--- config.mk ---
export PLATFORM = sky130hd
export DESIGN_NAME = ncf_host_end_flat
export DESIGN_NICKNAME = d
export VERILOG_FILES = /design/src/pkg/ncf_pkg.sv /design/src/pkg/ncf_link_if.sv /design/src/verilog/ncf_host_end.sv /design/src/flat_wrapper.sv
export SDC_FILE = /design/constraint.sdc
export NUM_CORES = 1
export LEC_CHECK = 0
export ABC_AREA = 1
export BUFFER_PORTS_ARGS = -buffer_cell sky130_fd_sc_hd__buf_2
export CORE_MARGIN = 4
export CORE_UTILIZATION = 45
export CTS_BUF_LIST = sky130_fd_sc_hd__clkbuf_8
export DETAILED_ROUTE_END_ITERATION = 8
export GPL_ROUTABILITY_DRIVEN = 0
export PLACE_DENSITY = 0.72
export SYNTH_ARGS = -nofsm -noshare
export SYNTH_HDL_FRONTEND = slang
export SYNTH_SLANG_ARGS = --single-unit
--- constraint.sdc ---
create_clock -name ref_clk -period 2.58 [get_ports ref_clk]
set_clock_uncertainty 0.15 [all_clocks]
set_input_delay 0.258 -clock ref_clk [delete_from_list [all_inputs] [get_ports ref_clk]]
set_output_delay 0.258 -clock ref_clk [all_outputs]
set_load 0.02 [all_outputs]
--- src/pkg/ncf_pkg.sv ---
// shared constants and types for the coprocessor control and fault block
// Operation
// - six exception masks in control bits 5-0
// - infinity bit 12 writable, affine always used
// - infinity bit cleared on reset and initialize
// - bits 11-10 select rounding mode
// - rounding applies only to rounding operations
// - bits 9-8 reduce precision below 64 bits
// - precision applies to add sub mul div sqrt
// - escape captures instruction, operand address, opcode
// - exceptions may be reported after instruction ends
// - operand pointer undefined without memory operand
// - pointer image layout follows real/protected mode
// - host raises 7 on emulate or task switch
// - host raises 9 on wrapped operand; the host end raises it only in protected mode
// - host raises 13; coprocessor skips, keeps pointers
// - 16 only on escape or wait forms
// - faulting pointers retained, instruction restartable
// - unmasked exception sets flag, summary, error
// - reset or initialize loads control word 037F
package ncf_pkg;
  localparam logic [15:0] CW_RESET = 16'h037F;
  localparam logic [15:0] CW_WMASK = 16'h1F3F;
  localparam logic [15:0] CW_FIXED = 16'h0040;
  localparam int CW_MASK_LSB = 0;
  localparam int CW_MASK_W = 6;
  localparam int CW_INF_BIT = 12;
  localparam int CW_RC_LSB = 10;
  localparam int CW_PC_LSB = 8;
  localparam logic [1:0] RC_NEAREST = 2'h0;
  localparam logic [1:0] PC_EXT = 2'h3;

  typedef enum logic [2:0] {
    K_ESC, K_WAIT, K_LDCW, K_LDENV, K_INIT, K_NINIT, K_NCLEX, K_NSTORE
  } ncf_kind_e;

  // operation classes as seen by the rounding and precision logic
  typedef enum logic [2:0] {
    C_BASIC, C_STORE, C_TRANS, C_ROUND, C_NOROUND, C_CTRL
  } ncf_cls_e;

  // host register offsets
  localparam logic [7:0] A_CTRL = 8'h00;
  localparam logic [7:0] A_CMD = 8'h04;
  localparam logic [7:0] A_IADDR = 8'h08;
  localparam logic [7:0] A_DADDR = 8'h0C;
  localparam logic [7:0] A_DATA = 8'h10;
  localparam logic [7:0] A_ISTAT = 8'h14;
  localparam logic [7:0] A_IMASK = 8'h18;
  localparam logic [7:0] A_DEVCW = 8'h1C;
  localparam logic [7:0] A_DEVIP = 8'h20;
  localparam logic [7:0] A_DEVDP = 8'h24;
  localparam logic [7:0] A_DEVST = 8'h28;

  // ctrl register bits
  localparam int CT_EM = 0;
  localparam int CT_TS = 1;
  localparam int CT_PROT = 2;
  localparam int CT_OVER = 3;
  localparam int CT_WRAP = 4;
  localparam int CT_MEM = 5;
  localparam int CT_W = 6;
  // cmd register fields
  localparam int CM_KIND_LSB = 0;
  localparam int CM_CLS_LSB = 3;
  localparam int CM_OPC_LSB = 16;
  // interrupt status bits
  localparam int IS_DONE = 0;
  localparam int IS_V7 = 1;
  localparam int IS_V9 = 2;
  localparam int IS_V13 = 3;
  localparam int IS_V16 = 4;
  localparam int IS_W = 5;

  localparam logic [1:0] RESP_OKAY = 2'h0;
  localparam logic [1:0] RESP_SLVERR = 2'h2;

  function automatic logic ncf_rounds(input ncf_cls_e c);
    return c inside {C_BASIC, C_STORE, C_TRANS, C_ROUND};
  endfunction : ncf_rounds

  function automatic logic ncf_precs(input ncf_cls_e c);
    return c == C_BASIC;
  endfunction : ncf_precs
endpackage : ncf_pkg

--- src/pkg/ncf_link_if.sv ---
// link between the host cpu end and the coprocessor end
`timescale 1ns/1ps
interface ncf_link_if;
  logic req;
  ncf_pkg::ncf_kind_e kind;
  ncf_pkg::ncf_cls_e cls;
  logic [10:0] opcode;
  logic [31:0] iaddr;
  logic [31:0] daddr;
  logic has_mem;
  logic prot;
  logic [15:0] wdata;
  logic error_n;
  logic [15:0] cw;
  logic [31:0] ip_img;
  logic [31:0] dp_img;
  logic [7:0] stat;
  modport dev(input req, kind, cls, opcode, iaddr, daddr, has_mem, prot,
    wdata, output error_n, cw, ip_img, dp_img, stat);
  modport host(output req, kind, cls, opcode, iaddr, daddr, has_mem, prot,
    wdata, input error_n, cw, ip_img, dp_img, stat);
endinterface : ncf_link_if

--- src/verilog/ncf_host_end.sv ---
// host cpu end: AXI4-Lite registers, fault vectoring, link driver
//
// The AXI4-Lite register port and the register offsets were chosen for this implementation.
`timescale 1ns/1ps
module ncf_host_end (
  input wire logic ref_clk,
  input wire logic rstn,
  ncf_link_if.host lnk,
  input wire logic s_awvalid,
  output logic s_awready,
  input wire logic [7:0] s_awaddr,
  input wire logic s_wvalid,
  output logic s_wready,
  input wire logic [31:0] s_wdata,
  input wire logic [3:0] s_wstrb,
  output logic s_bvalid,
  input wire logic s_bready,
  output logic [1:0] s_bresp,
  input wire logic s_arvalid,
  output logic s_arready,
  input wire logic [7:0] s_araddr,
  output logic s_rvalid,
  input wire logic s_rready,
  output logic [31:0] s_rdata,
  output logic [1:0] s_rresp,
  output logic irq_r
);
  localparam int CT_W_L = ncf_pkg::CT_W;
  logic [7:0] awaddr_r;
  logic [31:0] wdata_r;
  logic [3:0] wstrb_r;
  logic [CT_W_L-1:0] ctrl_r;
  logic [31:0] iaddr_r;
  logic [31:0] daddr_r;
  logic [15:0] data_r;
  logic [4:0] istat_r;
  logic [4:0] imask_r;
  logic wr_fire;
  logic cmd_go;
  logic [31:0] cmdw;
  ncf_pkg::ncf_kind_e kind;
  logic esc_form;
  logic wait_form;
  logic v7;
  logic v13;
  logic v16;
  logic fwd;
  logic [4:0] ev;
  logic [4:0] istat_nxt;
  logic req_r;
  ncf_pkg::ncf_kind_e kind_r;
  ncf_pkg::ncf_cls_e cls_r;
  logic [10:0] opc_r;

  function automatic logic [31:0] merge(input logic [31:0] o,
    input logic [31:0] n, input logic [3:0] s);
    logic [31:0] r;
    r = o;
    for (int i = 0; i < 4; i++) begin
      if (s[i]) begin
        r[i*8 +: 8] = n[i*8 +: 8];
      end
    end
    return r;
  endfunction : merge

  // write path: address and data taken in either order
  assign wr_fire = !s_awready && !s_wready && !s_bvalid;

  always_ff @(posedge ref_clk) begin
    if (!rstn) begin
      s_awready <= 1'b1;
      s_wready <= 1'b1;
      s_bvalid <= 1'b0;
      s_bresp <= ncf_pkg::RESP_OKAY;
      awaddr_r <= 8'h00;
      wdata_r <= 32'h0000_0000;
      wstrb_r <= 4'h0;
    end else begin
      if (s_awvalid && s_awready) begin
        s_awready <= 1'b0;
        awaddr_r <= s_awaddr;
      end
      if (s_wvalid && s_wready) begin
        s_wready <= 1'b0;
        wdata_r <= s_wdata;
        wstrb_r <= s_wstrb;
      end
      if (wr_fire) begin
        s_bvalid <= 1'b1;
        s_bresp <= (awaddr_r <= ncf_pkg::A_IMASK && awaddr_r[1:0] == 2'h0)
          ? ncf_pkg::RESP_OKAY : ncf_pkg::RESP_SLVERR;
      end
      if (s_bvalid && s_bready) begin
        s_bvalid <= 1'b0;
        s_awready <= 1'b1;
        s_wready <= 1'b1;
      end
    end
  end

  always_ff @(posedge ref_clk) begin
    if (!rstn) begin
      ctrl_r <= '0;
      iaddr_r <= 32'h0000_0000;
      daddr_r <= 32'h0000_0000;
      data_r <= 16'h0000;
      imask_r <= 5'h00;
    end else if (wr_fire) begin
      unique case (awaddr_r)
        ncf_pkg::A_CTRL:
          ctrl_r <= CT_W_L'(merge(32'(ctrl_r), wdata_r, wstrb_r));
        ncf_pkg::A_IADDR: iaddr_r <= merge(iaddr_r, wdata_r, wstrb_r);
        ncf_pkg::A_DADDR: daddr_r <= merge(daddr_r, wdata_r, wstrb_r);
        ncf_pkg::A_DATA:
          data_r <= 16'(merge(32'(data_r), wdata_r, wstrb_r));
        ncf_pkg::A_IMASK:
          imask_r <= 5'(merge(32'(imask_r), wdata_r, wstrb_r));
        default: ;
      endcase
    end
  end

  // command decode and fault vectoring, done in the write cycle
  assign cmd_go = wr_fire && awaddr_r == ncf_pkg::A_CMD;
  assign cmdw = wdata_r;
  assign kind = ncf_pkg::ncf_kind_e'(cmdw[ncf_pkg::CM_KIND_LSB +: 3]);

  always_comb begin
    esc_form = kind != ncf_pkg::K_WAIT;
    wait_form = kind inside {ncf_pkg::K_ESC, ncf_pkg::K_WAIT,
      ncf_pkg::K_LDCW, ncf_pkg::K_LDENV, ncf_pkg::K_INIT};
    v7 = (esc_form && (ctrl_r[ncf_pkg::CT_EM] || ctrl_r[ncf_pkg::CT_TS]))
      || (kind == ncf_pkg::K_WAIT && ctrl_r[ncf_pkg::CT_TS]);
    v13 = !v7 && esc_form && ctrl_r[ncf_pkg::CT_PROT]
      && ctrl_r[ncf_pkg::CT_OVER];
    // nowait forms never see a pending error; blocked ones can rerun
    v16 = !v7 && !v13 && wait_form && !lnk.error_n;
    fwd = esc_form && !v7 && !v13 && !v16 && kind != ncf_pkg::K_NSTORE;
    ev = 5'h00;
    ev[ncf_pkg::IS_DONE] = cmd_go && !v7 && !v13 && !v16;
    ev[ncf_pkg::IS_V7] = cmd_go && v7;
    ev[ncf_pkg::IS_V9] = cmd_go && fwd && ctrl_r[ncf_pkg::CT_PROT]
      && ctrl_r[ncf_pkg::CT_WRAP];
    ev[ncf_pkg::IS_V13] = cmd_go && v13;
    ev[ncf_pkg::IS_V16] = cmd_go && v16;
  end

  // wrapped operand still executes; its pointers are not trusted
  always_ff @(posedge ref_clk) begin
    if (!rstn) begin
      req_r <= 1'b0;
      kind_r <= ncf_pkg::K_NSTORE;
      cls_r <= ncf_pkg::C_CTRL;
      opc_r <= 11'h000;
    end else begin
      req_r <= cmd_go && fwd;
      if (cmd_go) begin
        kind_r <= kind;
        cls_r <= ncf_pkg::ncf_cls_e'(cmdw[ncf_pkg::CM_CLS_LSB +: 3]);
        opc_r <= cmdw[ncf_pkg::CM_OPC_LSB +: 11];
      end
    end
  end

  // set wins over a write-one clear in the same cycle
  always_comb begin
    istat_nxt = istat_r;
    if (wr_fire && awaddr_r == ncf_pkg::A_ISTAT) begin
      istat_nxt = istat_r & ~(wdata_r[4:0] & {5{wstrb_r[0]}});
    end
    istat_nxt = istat_nxt | ev;
  end

  always_ff @(posedge ref_clk) begin
    if (!rstn) begin
      istat_r <= 5'h00;
      irq_r <= 1'b0;
    end else begin
      istat_r <= istat_nxt;
      irq_r <= |(istat_nxt & imask_r);
    end
  end

  // read path
  always_ff @(posedge ref_clk) begin
    if (!rstn) begin
      s_arready <= 1'b1;
      s_rvalid <= 1'b0;
      s_rdata <= 32'h0000_0000;
      s_rresp <= ncf_pkg::RESP_OKAY;
    end else if (s_arvalid && s_arready) begin
      s_arready <= 1'b0;
      s_rvalid <= 1'b1;
      s_rresp <= ncf_pkg::RESP_OKAY;
      unique case (s_araddr)
        ncf_pkg::A_CTRL: s_rdata <= 32'(ctrl_r);
        ncf_pkg::A_CMD: s_rdata <= 32'h0000_0000;
        ncf_pkg::A_IADDR: s_rdata <= iaddr_r;
        ncf_pkg::A_DADDR: s_rdata <= daddr_r;
        ncf_pkg::A_DATA: s_rdata <= 32'(data_r);
        ncf_pkg::A_ISTAT: s_rdata <= 32'(istat_r);
        ncf_pkg::A_IMASK: s_rdata <= 32'(imask_r);
        ncf_pkg::A_DEVCW: s_rdata <= 32'(lnk.cw);
        ncf_pkg::A_DEVIP: s_rdata <= lnk.ip_img;
        ncf_pkg::A_DEVDP: s_rdata <= lnk.dp_img;
        ncf_pkg::A_DEVST: s_rdata <= 32'(lnk.stat);
        default: begin
          s_rdata <= 32'h0000_0000;
          s_rresp <= ncf_pkg::RESP_SLVERR;
        end
      endcase
    end else if (s_rvalid && s_rready) begin
      s_rvalid <= 1'b0;
      s_arready <= 1'b1;
    end
  end

  assign lnk.req = req_r;
  assign lnk.kind = kind_r;
  assign lnk.cls = cls_r;
  assign lnk.opcode = opc_r;
  assign lnk.iaddr = iaddr_r;
  assign lnk.daddr = daddr_r;
  assign lnk.has_mem = ctrl_r[ncf_pkg::CT_MEM];
  assign lnk.prot = ctrl_r[ncf_pkg::CT_PROT];
  assign lnk.wdata = data_r;
endmodule : ncf_host_end

--- src/flat_wrapper.sv ---
// flat-port wrapper written by rule: the top's interface ports become plain ports
module ncf_host_end_flat 
  (ref_clk, rstn, s_awvalid, s_awready, s_awaddr, s_wvalid, s_wready, s_wdata, s_wstrb, s_bvalid, s_bready, s_bresp, s_arvalid, s_arready, s_araddr, s_rvalid, s_rready, s_rdata, s_rresp, irq_r, lnk_req, lnk_kind, lnk_cls, lnk_opcode, lnk_iaddr, lnk_daddr, lnk_has_mem, lnk_prot, lnk_wdata, lnk_error_n, lnk_cw, lnk_ip_img, lnk_dp_img, lnk_stat);
  ncf_link_if lnk_i ();
  input wire logic ref_clk;
  input wire logic rstn;
  input wire logic s_awvalid;
  output logic s_awready;
  input wire logic [7:0] s_awaddr;
  input wire logic s_wvalid;
  output logic s_wready;
  input wire logic [31:0] s_wdata;
  input wire logic [3:0] s_wstrb;
  output logic s_bvalid;
  input wire logic s_bready;
  output logic [1:0] s_bresp;
  input wire logic s_arvalid;
  output logic s_arready;
  input wire logic [7:0] s_araddr;
  output logic s_rvalid;
  input wire logic s_rready;
  output logic [31:0] s_rdata;
  output logic [1:0] s_rresp;
  output logic irq_r;
  output wire logic [$bits(lnk_i.req)-1:0] lnk_req;
  output wire logic [$bits(lnk_i.kind)-1:0] lnk_kind;
  output wire logic [$bits(lnk_i.cls)-1:0] lnk_cls;
  output wire logic [$bits(lnk_i.opcode)-1:0] lnk_opcode;
  output wire logic [$bits(lnk_i.iaddr)-1:0] lnk_iaddr;
  output wire logic [$bits(lnk_i.daddr)-1:0] lnk_daddr;
  output wire logic [$bits(lnk_i.has_mem)-1:0] lnk_has_mem;
  output wire logic [$bits(lnk_i.prot)-1:0] lnk_prot;
  output wire logic [$bits(lnk_i.wdata)-1:0] lnk_wdata;
  input wire logic [$bits(lnk_i.error_n)-1:0] lnk_error_n;
  input wire logic [$bits(lnk_i.cw)-1:0] lnk_cw;
  input wire logic [$bits(lnk_i.ip_img)-1:0] lnk_ip_img;
  input wire logic [$bits(lnk_i.dp_img)-1:0] lnk_dp_img;
  input wire logic [$bits(lnk_i.stat)-1:0] lnk_stat;
  assign lnk_req = lnk_i.req;
  assign lnk_kind = lnk_i.kind;
  assign lnk_cls = lnk_i.cls;
  assign lnk_opcode = lnk_i.opcode;
  assign lnk_iaddr = lnk_i.iaddr;
  assign lnk_daddr = lnk_i.daddr;
  assign lnk_has_mem = lnk_i.has_mem;
  assign lnk_prot = lnk_i.prot;
  assign lnk_wdata = lnk_i.wdata;
  assign lnk_i.error_n = lnk_error_n;
  assign lnk_i.cw = lnk_cw;
  assign lnk_i.ip_img = lnk_ip_img;
  assign lnk_i.dp_img = lnk_dp_img;
  assign lnk_i.stat = lnk_stat;
  ncf_host_end u_core (.ref_clk(ref_clk), .rstn(rstn), .lnk(lnk_i), .s_awvalid(s_awvalid), .s_awready(s_awready), .s_awaddr(s_awaddr), .s_wvalid(s_wvalid), .s_wready(s_wready), .s_wdata(s_wdata), .s_wstrb(s_wstrb), .s_bvalid(s_bvalid), .s_bready(s_bready), .s_bresp(s_bresp), .s_arvalid(s_arvalid), .s_arready(s_arready), .s_araddr(s_araddr), .s_rvalid(s_rvalid), .s_rready(s_rready), .s_rdata(s_rdata), .s_rresp(s_rresp), .irq_r(irq_r));
endmodule
==> metrics.txt, run 1 <==
Synth async-reset ratio=0%; DR DRC count=0; Hold Path Stages=4; Slew @ Worst Pin=598 ps; number of global-route vias before repair=8009; clk sink count=198; cell row count=50; TritonCTS clock tree=built; HP Class=input port to register; Placed Instances=1664; setup slack at placement=576 ps; crit-path max cell delay=460 ps; met2 wire length=13300 µm; most frequent cell on the critical path=nor2_2; Root Driver=clkbuf_8; worst vdd ir=0.333 mV; register area=3960 µm²; Worst Path Arrival=2240 ps; main area contributors after synthesis=dfxtp_1 (45%), nand2_1 (11%), a21oi_1 (8.5%), o21ai_0 (8.4%), inv_1 (4.5%); # diodes=0; DRT met1 WL=13400 µm; average size of a mapped cell=7.48 µm²; Setup-failing EPs final=0; Die Span Y=147 µm; multi-input logic area=3970 µm²; worst setup path class=register to register; largest net degree at the start of global routing=150; Post-CTS Setup Bufs=0; Initial Util=46.2%; Seq cells post-synth=198; CP endpoint kind=register; Num CTS Buffers=17; Compound-Gate Fraction of Synth Area=23.2%; PostCTS Resize Cnt=0; Gate Count Post-Synth=1168; post-synthesis adder-cell area fraction=0%; Fin. Hold Viols=0; I/O pin cnt=290; CTS H-Tree Depth=4; Area growth syn-to-layout=28.0%; Netlist cell types=36; CP Data Required Time=2770 ps; Final ANT Viol Nets=0; Clk Latency, worst-skew pair=470 ps; worst r2r path cells=6; Rel. slew slack=60.0%; max cap viols=0; CTS Hold Buffers Added=50; final worst setup slack=529 ps; crit path time final=2050 ps; Clock Path Buffers=2; clock slew at reported path FFs=100 ps; YS warnings=0; fin crit share=79.5%; most frequent cell after synthesis=nand2_1; fin. max-slew vios=0; DRT iter0 DRCs=707; vias post-DR=8934; Fmax=488 MHz; mapped cell area=8730 µm²; top cell type's share of synthesized area=45.4%; gr usage total=26.2%; leakage=5.06 nW; mux cell area share after synthesis=0%; largest family of logic cells by synthesized area=compound AO/OA/AOI/OAI gates; Placeable Area=18900 µm²; ratio of cells with drive above 1 in the final layout=25.4%; total grt overflow=0; critical path startpoint category=register; Post-DP HPWL=22100 µm; CP Cell Sequence=nor2_2, nand2_1, nor2_2, nand3_1, o21ai_0, a21oi_1; first-pass GRT wire length=44700 µm; peak fanout along the critical path=16; DR WL/cell=16.9 µm; Post-synth top cells=nand2_1 (247), dfxtp_1 (198), a21oi_1 (149); Setup TNS=0 ps; PwrDens=532 nW/µm²; port bufs=287; filler cell count in the final layout=1844; antenna violations before repair=0; status=completed; area leader, netlist=dfxtp_1; met3 WL=2100 µm; via/cell ratio=5.12; Post-synth EDFFs=0; RSZ-0062 raised after global routing=no; critical path's slowest cell=nand3_1; Seq/Total Area, Yosys=45.4%; DR top layer=met4; Post-Synth Simple-Gate Area=22.1%; NumNets Final=1621; Final Power=5.95 mW; post-route insts no fill=1746; die span in x=147 µm; Detailed Routing Iterations Pass 1=5; Most used DFF post-synth=dfxtp_1; Die Area=21700 µm²; Synth Area in XOR/XNOR=0%; final wirelength=29600 µm
worst max-delay path, delay by kind of cell, from the launching register on:
family | cells | cell delay [ps]
AO/OA/AOI/OAI | 2 | 470
flip-flops | 1 | 330
AND/OR/NAND/NOR | 4 | 970
metal layers:
layer / GRT usage, % / vias up
li1: - / 4464
met1: 37.1 / 4047
met2: 40.6 / 378
met3: 4.50 / 45
met4: 8.71 / 0
met5: 0 / -
cell type report:
cell class | instances | share of cell area (%)
inverters | 115 | 3.86
repair buffers | 350 | 18.3
clock buffers | 20 | 2.46
clock inverters | 12 | 1.43
multi-input cells | 791 | 35.5
well taps | 260 | 2.91
flip-flops and latches | 198 | 35.5
through the flow:
step                util, %  area (µm²)  hold WS [ps]
global placement       54.2       10200           300
detailed placement     54.2       10200           302
finish                 59.2       11200          19.3
CTS                    59.2       11200          2.40
floorplan                 -        8740           263
global route           59.2       11200          14.0
path summary, 6_finish.rpt:
path / to / startpoint / slack, ps
setup / recovery: u_core.lnk.daddr[0] / u_core.awaddr_r[7] / 530
hold / removal: u_core.s_rdata[23] / lnk_dp_img[23] / 20
setup reg to reg: u_core.lnk.daddr[0] / u_core.awaddr_r[7] / 530
hold reg to reg: u_core.s_rdata[3] / u_core.s_rdata[3] / 320
cells in the final DEF, fill, tap and decap left out, types with 12 or more instances in the layout:
cell           netlist  routed
o21ai_1             28      28
a22o_1              13      13
nor2_4              12      12
nor2_1              85      85
nand3_1             29      29
dfxtp_1            198     198
o22ai_1             13      13
nand2_1            247     246
clkbuf_8             0      20
buf_4               11      13
dlygate4sd3_1        0      50
o21ai_0            147     147
a21oi_1            149     149
inv_1              105     109
buf_2               11     286
power breakdown:
| group | total, mW | switching [mW] | internal (mW) | leakage (nW) |
|---|---|---|---|---|
| Sequential | 3.20 | 0.0767 | 3.13 | 1.61 |
| Combinational | 0.572 | 0.341 | 0.232 | 3.21 |
| Clock | 2.17 | 1.05 | 1.12 | 0.236 |
state kept, by name (all words and copies together), names as in the netlist, 3 cells and up:
| register | flops |
|---|---|
| u_core.imask_r | 5 |
| u_core.lnk.cls | 3 |
| u_core.istat_r | 5 |
| u_core.lnk.opcode | 11 |
| u_core.lnk.daddr | 32 |
| u_core.awaddr_r | 8 |
| u_core.s_rdata | 32 |
| u_core.lnk.wdata | 16 |
| u_core.ctrl_r | 6 |
| u_core.lnk.kind | 3 |
| u_core.lnk.iaddr | 32 |
| u_core.wstrb_r | 4 |
| u_core.cmdw | 32 |
cell families after synthesis:
| family | after synthesis |
|---|---|
| other | 1 |
| and+or+nand+nor | 414 |
| DFF | 198 |
| AOI/OAI and AO/OA | 375 |
| buffers and inverters | 180 |
No activity file was read; power rests on OpenSTA's default activity.
==> run 2: changes to the inputs <==
--- a/config.mk
+++ b/config.mk
@@ -5,14 +5,14 @@
 export SDC_FILE = /design/constraint.sdc
 export NUM_CORES = 1
 export LEC_CHECK = 0
-export ABC_AREA = 1
+export ABC_AREA = 0
 export BUFFER_PORTS_ARGS = -buffer_cell sky130_fd_sc_hd__buf_2
 export CORE_MARGIN = 4
 export CORE_UTILIZATION = 45
 export CTS_BUF_LIST = sky130_fd_sc_hd__clkbuf_8
 export DETAILED_ROUTE_END_ITERATION = 8
 export GPL_ROUTABILITY_DRIVEN = 0
-export PLACE_DENSITY = 0.72
+export PLACE_DENSITY = 0.76
 export SYNTH_ARGS = -nofsm -noshare
 export SYNTH_HDL_FRONTEND = slang
 export SYNTH_SLANG_ARGS = --single-unit
==> constraint.sdc (replaced) <==
create_clock -name ref_clk -period 1.7 [get_ports ref_clk]
set_clock_uncertainty 0.15 [all_clocks]
set_input_delay 0.17 -clock ref_clk [delete_from_list [all_inputs] [get_ports ref_clk]]
set_output_delay 0.17 -clock ref_clk [all_outputs]
set_load 0.02 [all_outputs]
==> run 2 against run 1 <==
  * The run now ends with negative setup slack left
  * Maximum frequency shrank 7.9%
  * Count of clock-buffer cells in the layout is 3 lower
  * Sequential cell count stayed put
  * Register-to-register slack worse by 1100 ps
  * Hold slack improved by 13 ps
  * Via count grew 12%
  * Core utilization rose by 14 points
  * Critical path type unchanged
  * Critical endpoint is now u_core.lnk.opcode[9]
==> metrics.txt, run 2 <==
final worst setup slack=-527 ps; Post-DP HPWL=22900 µm; total grt overflow=0; commonest non-fill, non-tap cell in the layout=buf_2; first-pass GRT wire length=51000 µm; cell row count=49; Initial Util=46.2%; max cap viols=0; largest net degree at the start of global routing=93; area leader, netlist=dfxtp_1; Seq cells post-synth=198; CP Data Required Time=1900 ps; Finished Cell Area=13300 µm²; DR WL/cell=19.9 µm; Detailed Routing Iterations Pass 1=9; final core occ=73.5%; clk sink count=198; number of global-route vias before repair=9520; Post-synth top cells=nand2_1 (303), dfxtp_1 (198), a21oi_1 (150); Final ANT Viol Nets=0; hold_ws=32.1 ps; Hold Path Stages=5; Final Power=9.01 mW; setup slack at placement=-537 ps; Netlist cell types=54; most frequent cells in the layout=buf_2 (287), nand2_1 (240), dfxtp_1 (192); critical path startpoint category=register; fin. max-slew vios=0; average size of a mapped cell=8.15 µm²; Die Area=20900 µm²; via/cell ratio=5.71; Synth async-reset ratio=0%; RSZ-0062 raised after global routing=yes; Placeable Area=18100 µm²; worst r2r path cells=5; I/O pin cnt=290; status=finished with violations; Post-synth EDFFs=0; PwrDens=675 nW/µm²; port bufs=287; Clock Path Buffers=2; Slew @ Worst Pin=646 ps; CP endpoint kind=register; Setup-failing EPs final=116; crit path time final=2230 ps; filler cell count in the final layout=1248; leakage=5.75 nW; NumNets Final=1659; ratio of cells with drive above 1 in the final layout=41.1%; vias post-DR=10000; most frequent cell after synthesis=nand2_1; Worst Path Arrival=2430 ps; Area growth syn-to-layout=59.2%; final wirelength=34900 µm; peak fanout along the critical path=8; CTS H-Tree Depth=4; DR DRC count=0; Seq/Total Area, Yosys=47.3%; Placed Instances=1599; fin crit share=131%; worst vdd ir=0.458 mV; main area contributors after synthesis=dfxtp_1 (47%), nand2_1 (14%), a21oi_1 (9.0%), a222oi_1 (4.4%), mux2i_1 (2.5%); Num CTS Buffers=17; HP Class=input port to register; YS warnings=0; failing checks=negative setup slack; DRT iter0 DRCs=1055; mapped cell area=8380 µm²; Most used DFF post-synth=dfxtp_1; die span in x=144 µm; Area after DPL=11100 µm²; clock slew at reported path FFs=110 ps; post-route insts no fill=1754; antenna violations before repair=0; Die Span Y=144 µm; Fin. Hold Viols=0; Fmax=449 MHz; Gate Count Post-Synth=1029; Clk Latency, worst-skew pair=480 ps; gr usage total=31.2%; worst setup path class=register to register; Setup TNS=-46760 ps; Rel. slew slack=57.0%; top cell type's share of synthesized area=47.3%; TritonCTS clock tree=built; Root Driver=clkbuf_8
[run 2: cell count changes in the layout (fill, tap and decap cells not counted), sizes merged, moves of 10 or more]
cell | before | now
and2 | 0 | 16
mux2i | 0 | 21
dlygate4sd3 | 50 | 114
o22ai | 13 | 3
inv | 118 | 21
a21o | 0 | 16
nand3 | 37 | 27
buf | 300 | 420
a222oi | 0 | 37
a22oi | 0 | 15
nor2 | 106 | 37
o21ai | 176 | 27
nand2 | 255 | 303
a21boi | 0 | 14
[run 2: area by class of cell]
| class | count | area, µm² | area share [%] |
|---|---|---|---|
| diodes | 1 | 2.50 | 0.0188 |
| clock buffers | 17 | 234 | 1.75 |
| clock inverters | 15 | 164 | 1.23 |
| inverters | 11 | 46.3 | 0.347 |
| multi-input cells | 746 | 4750 | 35.6 |
| flip-flops and latches | 198 | 3980 | 29.8 |
| well taps | 229 | 287 | 2.15 |
| repair buffers | 537 | 3890 | 29.1 |
[run 2: what timing repair did]
action | 4_1_cts | 5_1_grt
hold buffers | 114 | 0
cloned | 2 | 2
pin swaps | 35 | 36
buffers inserted | 6 | 3
hold endpoints to repair | 82 | 0
gates resized for setup | 77 | 102
endpoints found under the setup margin | 120 | 126
[run 2: logic make-up (layout without fill, tap and decap cells)]
family	Yosys count	count (layout)	share of synthesized area (%)
other cells	1	3	0.0447
flops	198	198	47.3
mux	30	30	3.85
compound gates	289	289	21.8
xor+xnor	1	1	0.105
simple gates	424	424	22.4
buf+inv	86	580	4.46
[run 2: path summary, 6_finish.rpt]
kind                          endpoint               start  slack (ps)
hold / removal       u_core.s_rresp[1]           s_arvalid          30
setup / recovery  u_core.lnk.opcode[9]  u_core.awaddr_r[0]        -530
hold reg to reg      u_core.s_rdata[6]   u_core.s_rdata[6]         310
setup reg to reg  u_core.lnk.opcode[9]  u_core.awaddr_r[0]        -530
[run 2: layer usage]
| layer | part of all wire [%] | GRT usage (%) |
|---|---|---|
| met5 | 0 | 0 |
| met4 | 4.6 | 14.6 |
| met3 | 9.1 | 5.79 |
| met2 | 48 | 51.5 |
| met1 | 38 | 39.4 |
[run 2: worst max-delay path: stages, from the launching register on]
cell and delay (ps):
dfxtp_2 340, or4_4 590, or4_4 670, clkbuf_16 220, nand2_1 80, a21oi_1 60
[run 2: report_power, final]
part	total, mW	internal (mW)	leakage, nW	switching [mW]
clock network	3.07	1.23	0.211	1.83
logic	1.14	0.582	3.94	0.556
registers	4.80	4.71	1.60	0.0916
total	9.01	6.52	5.75	2.48
==> run 3: changes to the inputs <==
--- a/config.mk
+++ b/config.mk
@@ -12,7 +12,7 @@
 export CTS_BUF_LIST = sky130_fd_sc_hd__clkbuf_8
 export DETAILED_ROUTE_END_ITERATION = 8
 export GPL_ROUTABILITY_DRIVEN = 0
-export PLACE_DENSITY = 0.76
+export PLACE_DENSITY = 0.81
 export SYNTH_ARGS = -nofsm -noshare
 export SYNTH_HDL_FRONTEND = slang
 export SYNTH_SLANG_ARGS = --single-unit
==> run 3 against run 2 <==
  * The run still ends with negative setup slack left
  * Combinational power hardly changed
  * Power is 3.7% higher
  * Via count is 2.6% higher
  * Non-clock buffer count is 8 lower
  * Critical path type unchanged
  * Largest power group unchanged
  * Highest routed layer is now met5
==> metrics.txt, run 3 (synthesis gave the netlist of run 2 again) <==
status=finished with violations; failing checks=negative setup slack; HP Start=lnk_cw[8]; Finished Cell Area=13300 µm²; crit path time final=2250 ps; CTS H-Tree Depth=4; Final Power=9.34 mW; Final ANT Viol Nets=0; vias post-DR=10300; Initial Util=46.2%; RSZ-0062 raised after global routing=yes; total grt overflow=0; Hold Path Stages=4; CP Data Required Time=1950 ps; Clock Path Buffers=2; most frequent cells in the layout=buf_2 (287), nand2_1 (238), dfxtp_1 (192); CP endpoint kind=register; DRT iter0 DRCs=1213; I/O pin cnt=290; Area after DPL=11000 µm²; Fin. Hold Viols=0; Clk Latency, worst-skew pair=480 ps; PwrDens=702 nW/µm²; Worst Path Arrival=2510 ps; cell row count=49; R2R Path Start=u_core.awaddr_r[7]; DR WL/cell=20.7 µm; peak fanout along the critical path=6; flop2flop setup slack=-550 ps; largest net degree at the start of global routing=88; TritonCTS clock tree=built; crit path from=u_core.awaddr_r[7]; port bufs=287; NumNets Final=1651; fin. max-slew vios=0; worst r2r path cells=5; worst vdd ir=0.465 mV; Die Span Y=144 µm; DR DRC count=0; leakage=5.73 nW; clock slew at reported path FFs=120 ps; R2R Path End=u_core.irq_r; Detailed Routing Iterations Pass 1=9; CP Cell Sequence=or4_4, or4_4, a2111oi_4, a2111oi_2, nand3_1; worst path buffer plus inverter count=0; via/cell ratio=5.89; ratio of cells with drive above 1 in the final layout=41.2%; crit-path leading delay family=simple AND/OR/NAND/NOR gates; Placeable Area=18100 µm²; critical path startpoint category=register; Fmax=444 MHz; die span in x=144 µm; setup slack at placement=-504 ps; antenna violations before repair=1; Rel. slew slack=66.8%; clk sink count=198; most frequent cell on the critical path=or4_4; first-pass GRT wire length=51700 µm; fin crit share=132%; gr usage total=31.7%; HP Class=input port to register; crit-path max cell delay=660 ps; # diodes=0; Hold Path Sink=u_core.s_rdata[8]; max cap viols=0; final worst setup slack=-552 ps; Slew @ Worst Pin=496 ps; Root Driver=clkbuf_8; Area growth syn-to-layout=58.6%; worst setup path class=register to register; critical path's slowest cell=or4_4; Setup-failing EPs final=116; Num CTS Buffers=17; commonest non-fill, non-tap cell in the layout=buf_2; final core occ=73.3%; Die Area=20900 µm²; number of global-route vias before repair=9661; final wirelength=36000 µm; Post-DP HPWL=23000 µm
run 3: what timing repair did:
item / 4_1_cts / 5_1_grt
cloned: 1 / 1
pin swaps: 24 / 34
hold buffers: 116 / 0
hold endpoints to repair: 83 / 0
setup endpoints to repair: 119 / 125
buffers inserted: 4 / 5
gates resized for setup: 58 / 129
run 3: layer usage:
layer  part of all wire (%)  routed length [µm]  up-vias  GRT usage [%]
li1                       -                   -     4575              -
met1                     37               13300     4809           38.7
met2                     49               17600      728           53.9
met3                    9.7                3490      158           6.32
met4                    4.6                1650        2           14.5
met5                  0.036                  13        -              0
run 3: final cells by class:
class,instances,area (µm²)
clock inverters,15,216
fillers,1233,4850
flip-flops and latches,198,3980
inverters,11,46.3
repair buffers,529,3800
multi-input cells,746,4730
well taps,229,287
clock buffers,17,234
run 3: stage by stage:
step | setup TNS, ps | hold slack (ps) | cells
after detailed placement | -55750 | 228 | 1589
final | -50270 | 13.4 | 1745
after CTS | -46530 | 2.93 | 1741
after floorplan | -31500 | 109 | 1030
after global routing | -58320 | 14.4 | 1745
after global placement | -50230 | 223 | 1589
run 3: worst reg2reg max path, cell delays in order, from the launching register on:
cell and delay, ps:
dfxtp_2 340, or4_4 600, or4_4 660, a2111oi_4 270, a2111oi_2 70, nand3_1 90
run 3: worst max-delay path by stage:
| stage | end | cells after the start |
|---|---|---|
| final | u_core.irq_r | 5 |
| after floorplan | u_core.istat_r[4] | 6 |
| after CTS | u_core.lnk.iaddr[4] | 8 |
| after detailed placement | u_core.lnk.wdata[10] | 8 |
| after global routing | u_core.irq_r | 6 |
| after global placement | u_core.lnk.wdata[9] | 8 |
run 3: power by group:
part	internal [mW]	switching, mW
clock	1.52	1.87
combinational	0.575	0.563
sequential	4.71	0.0958
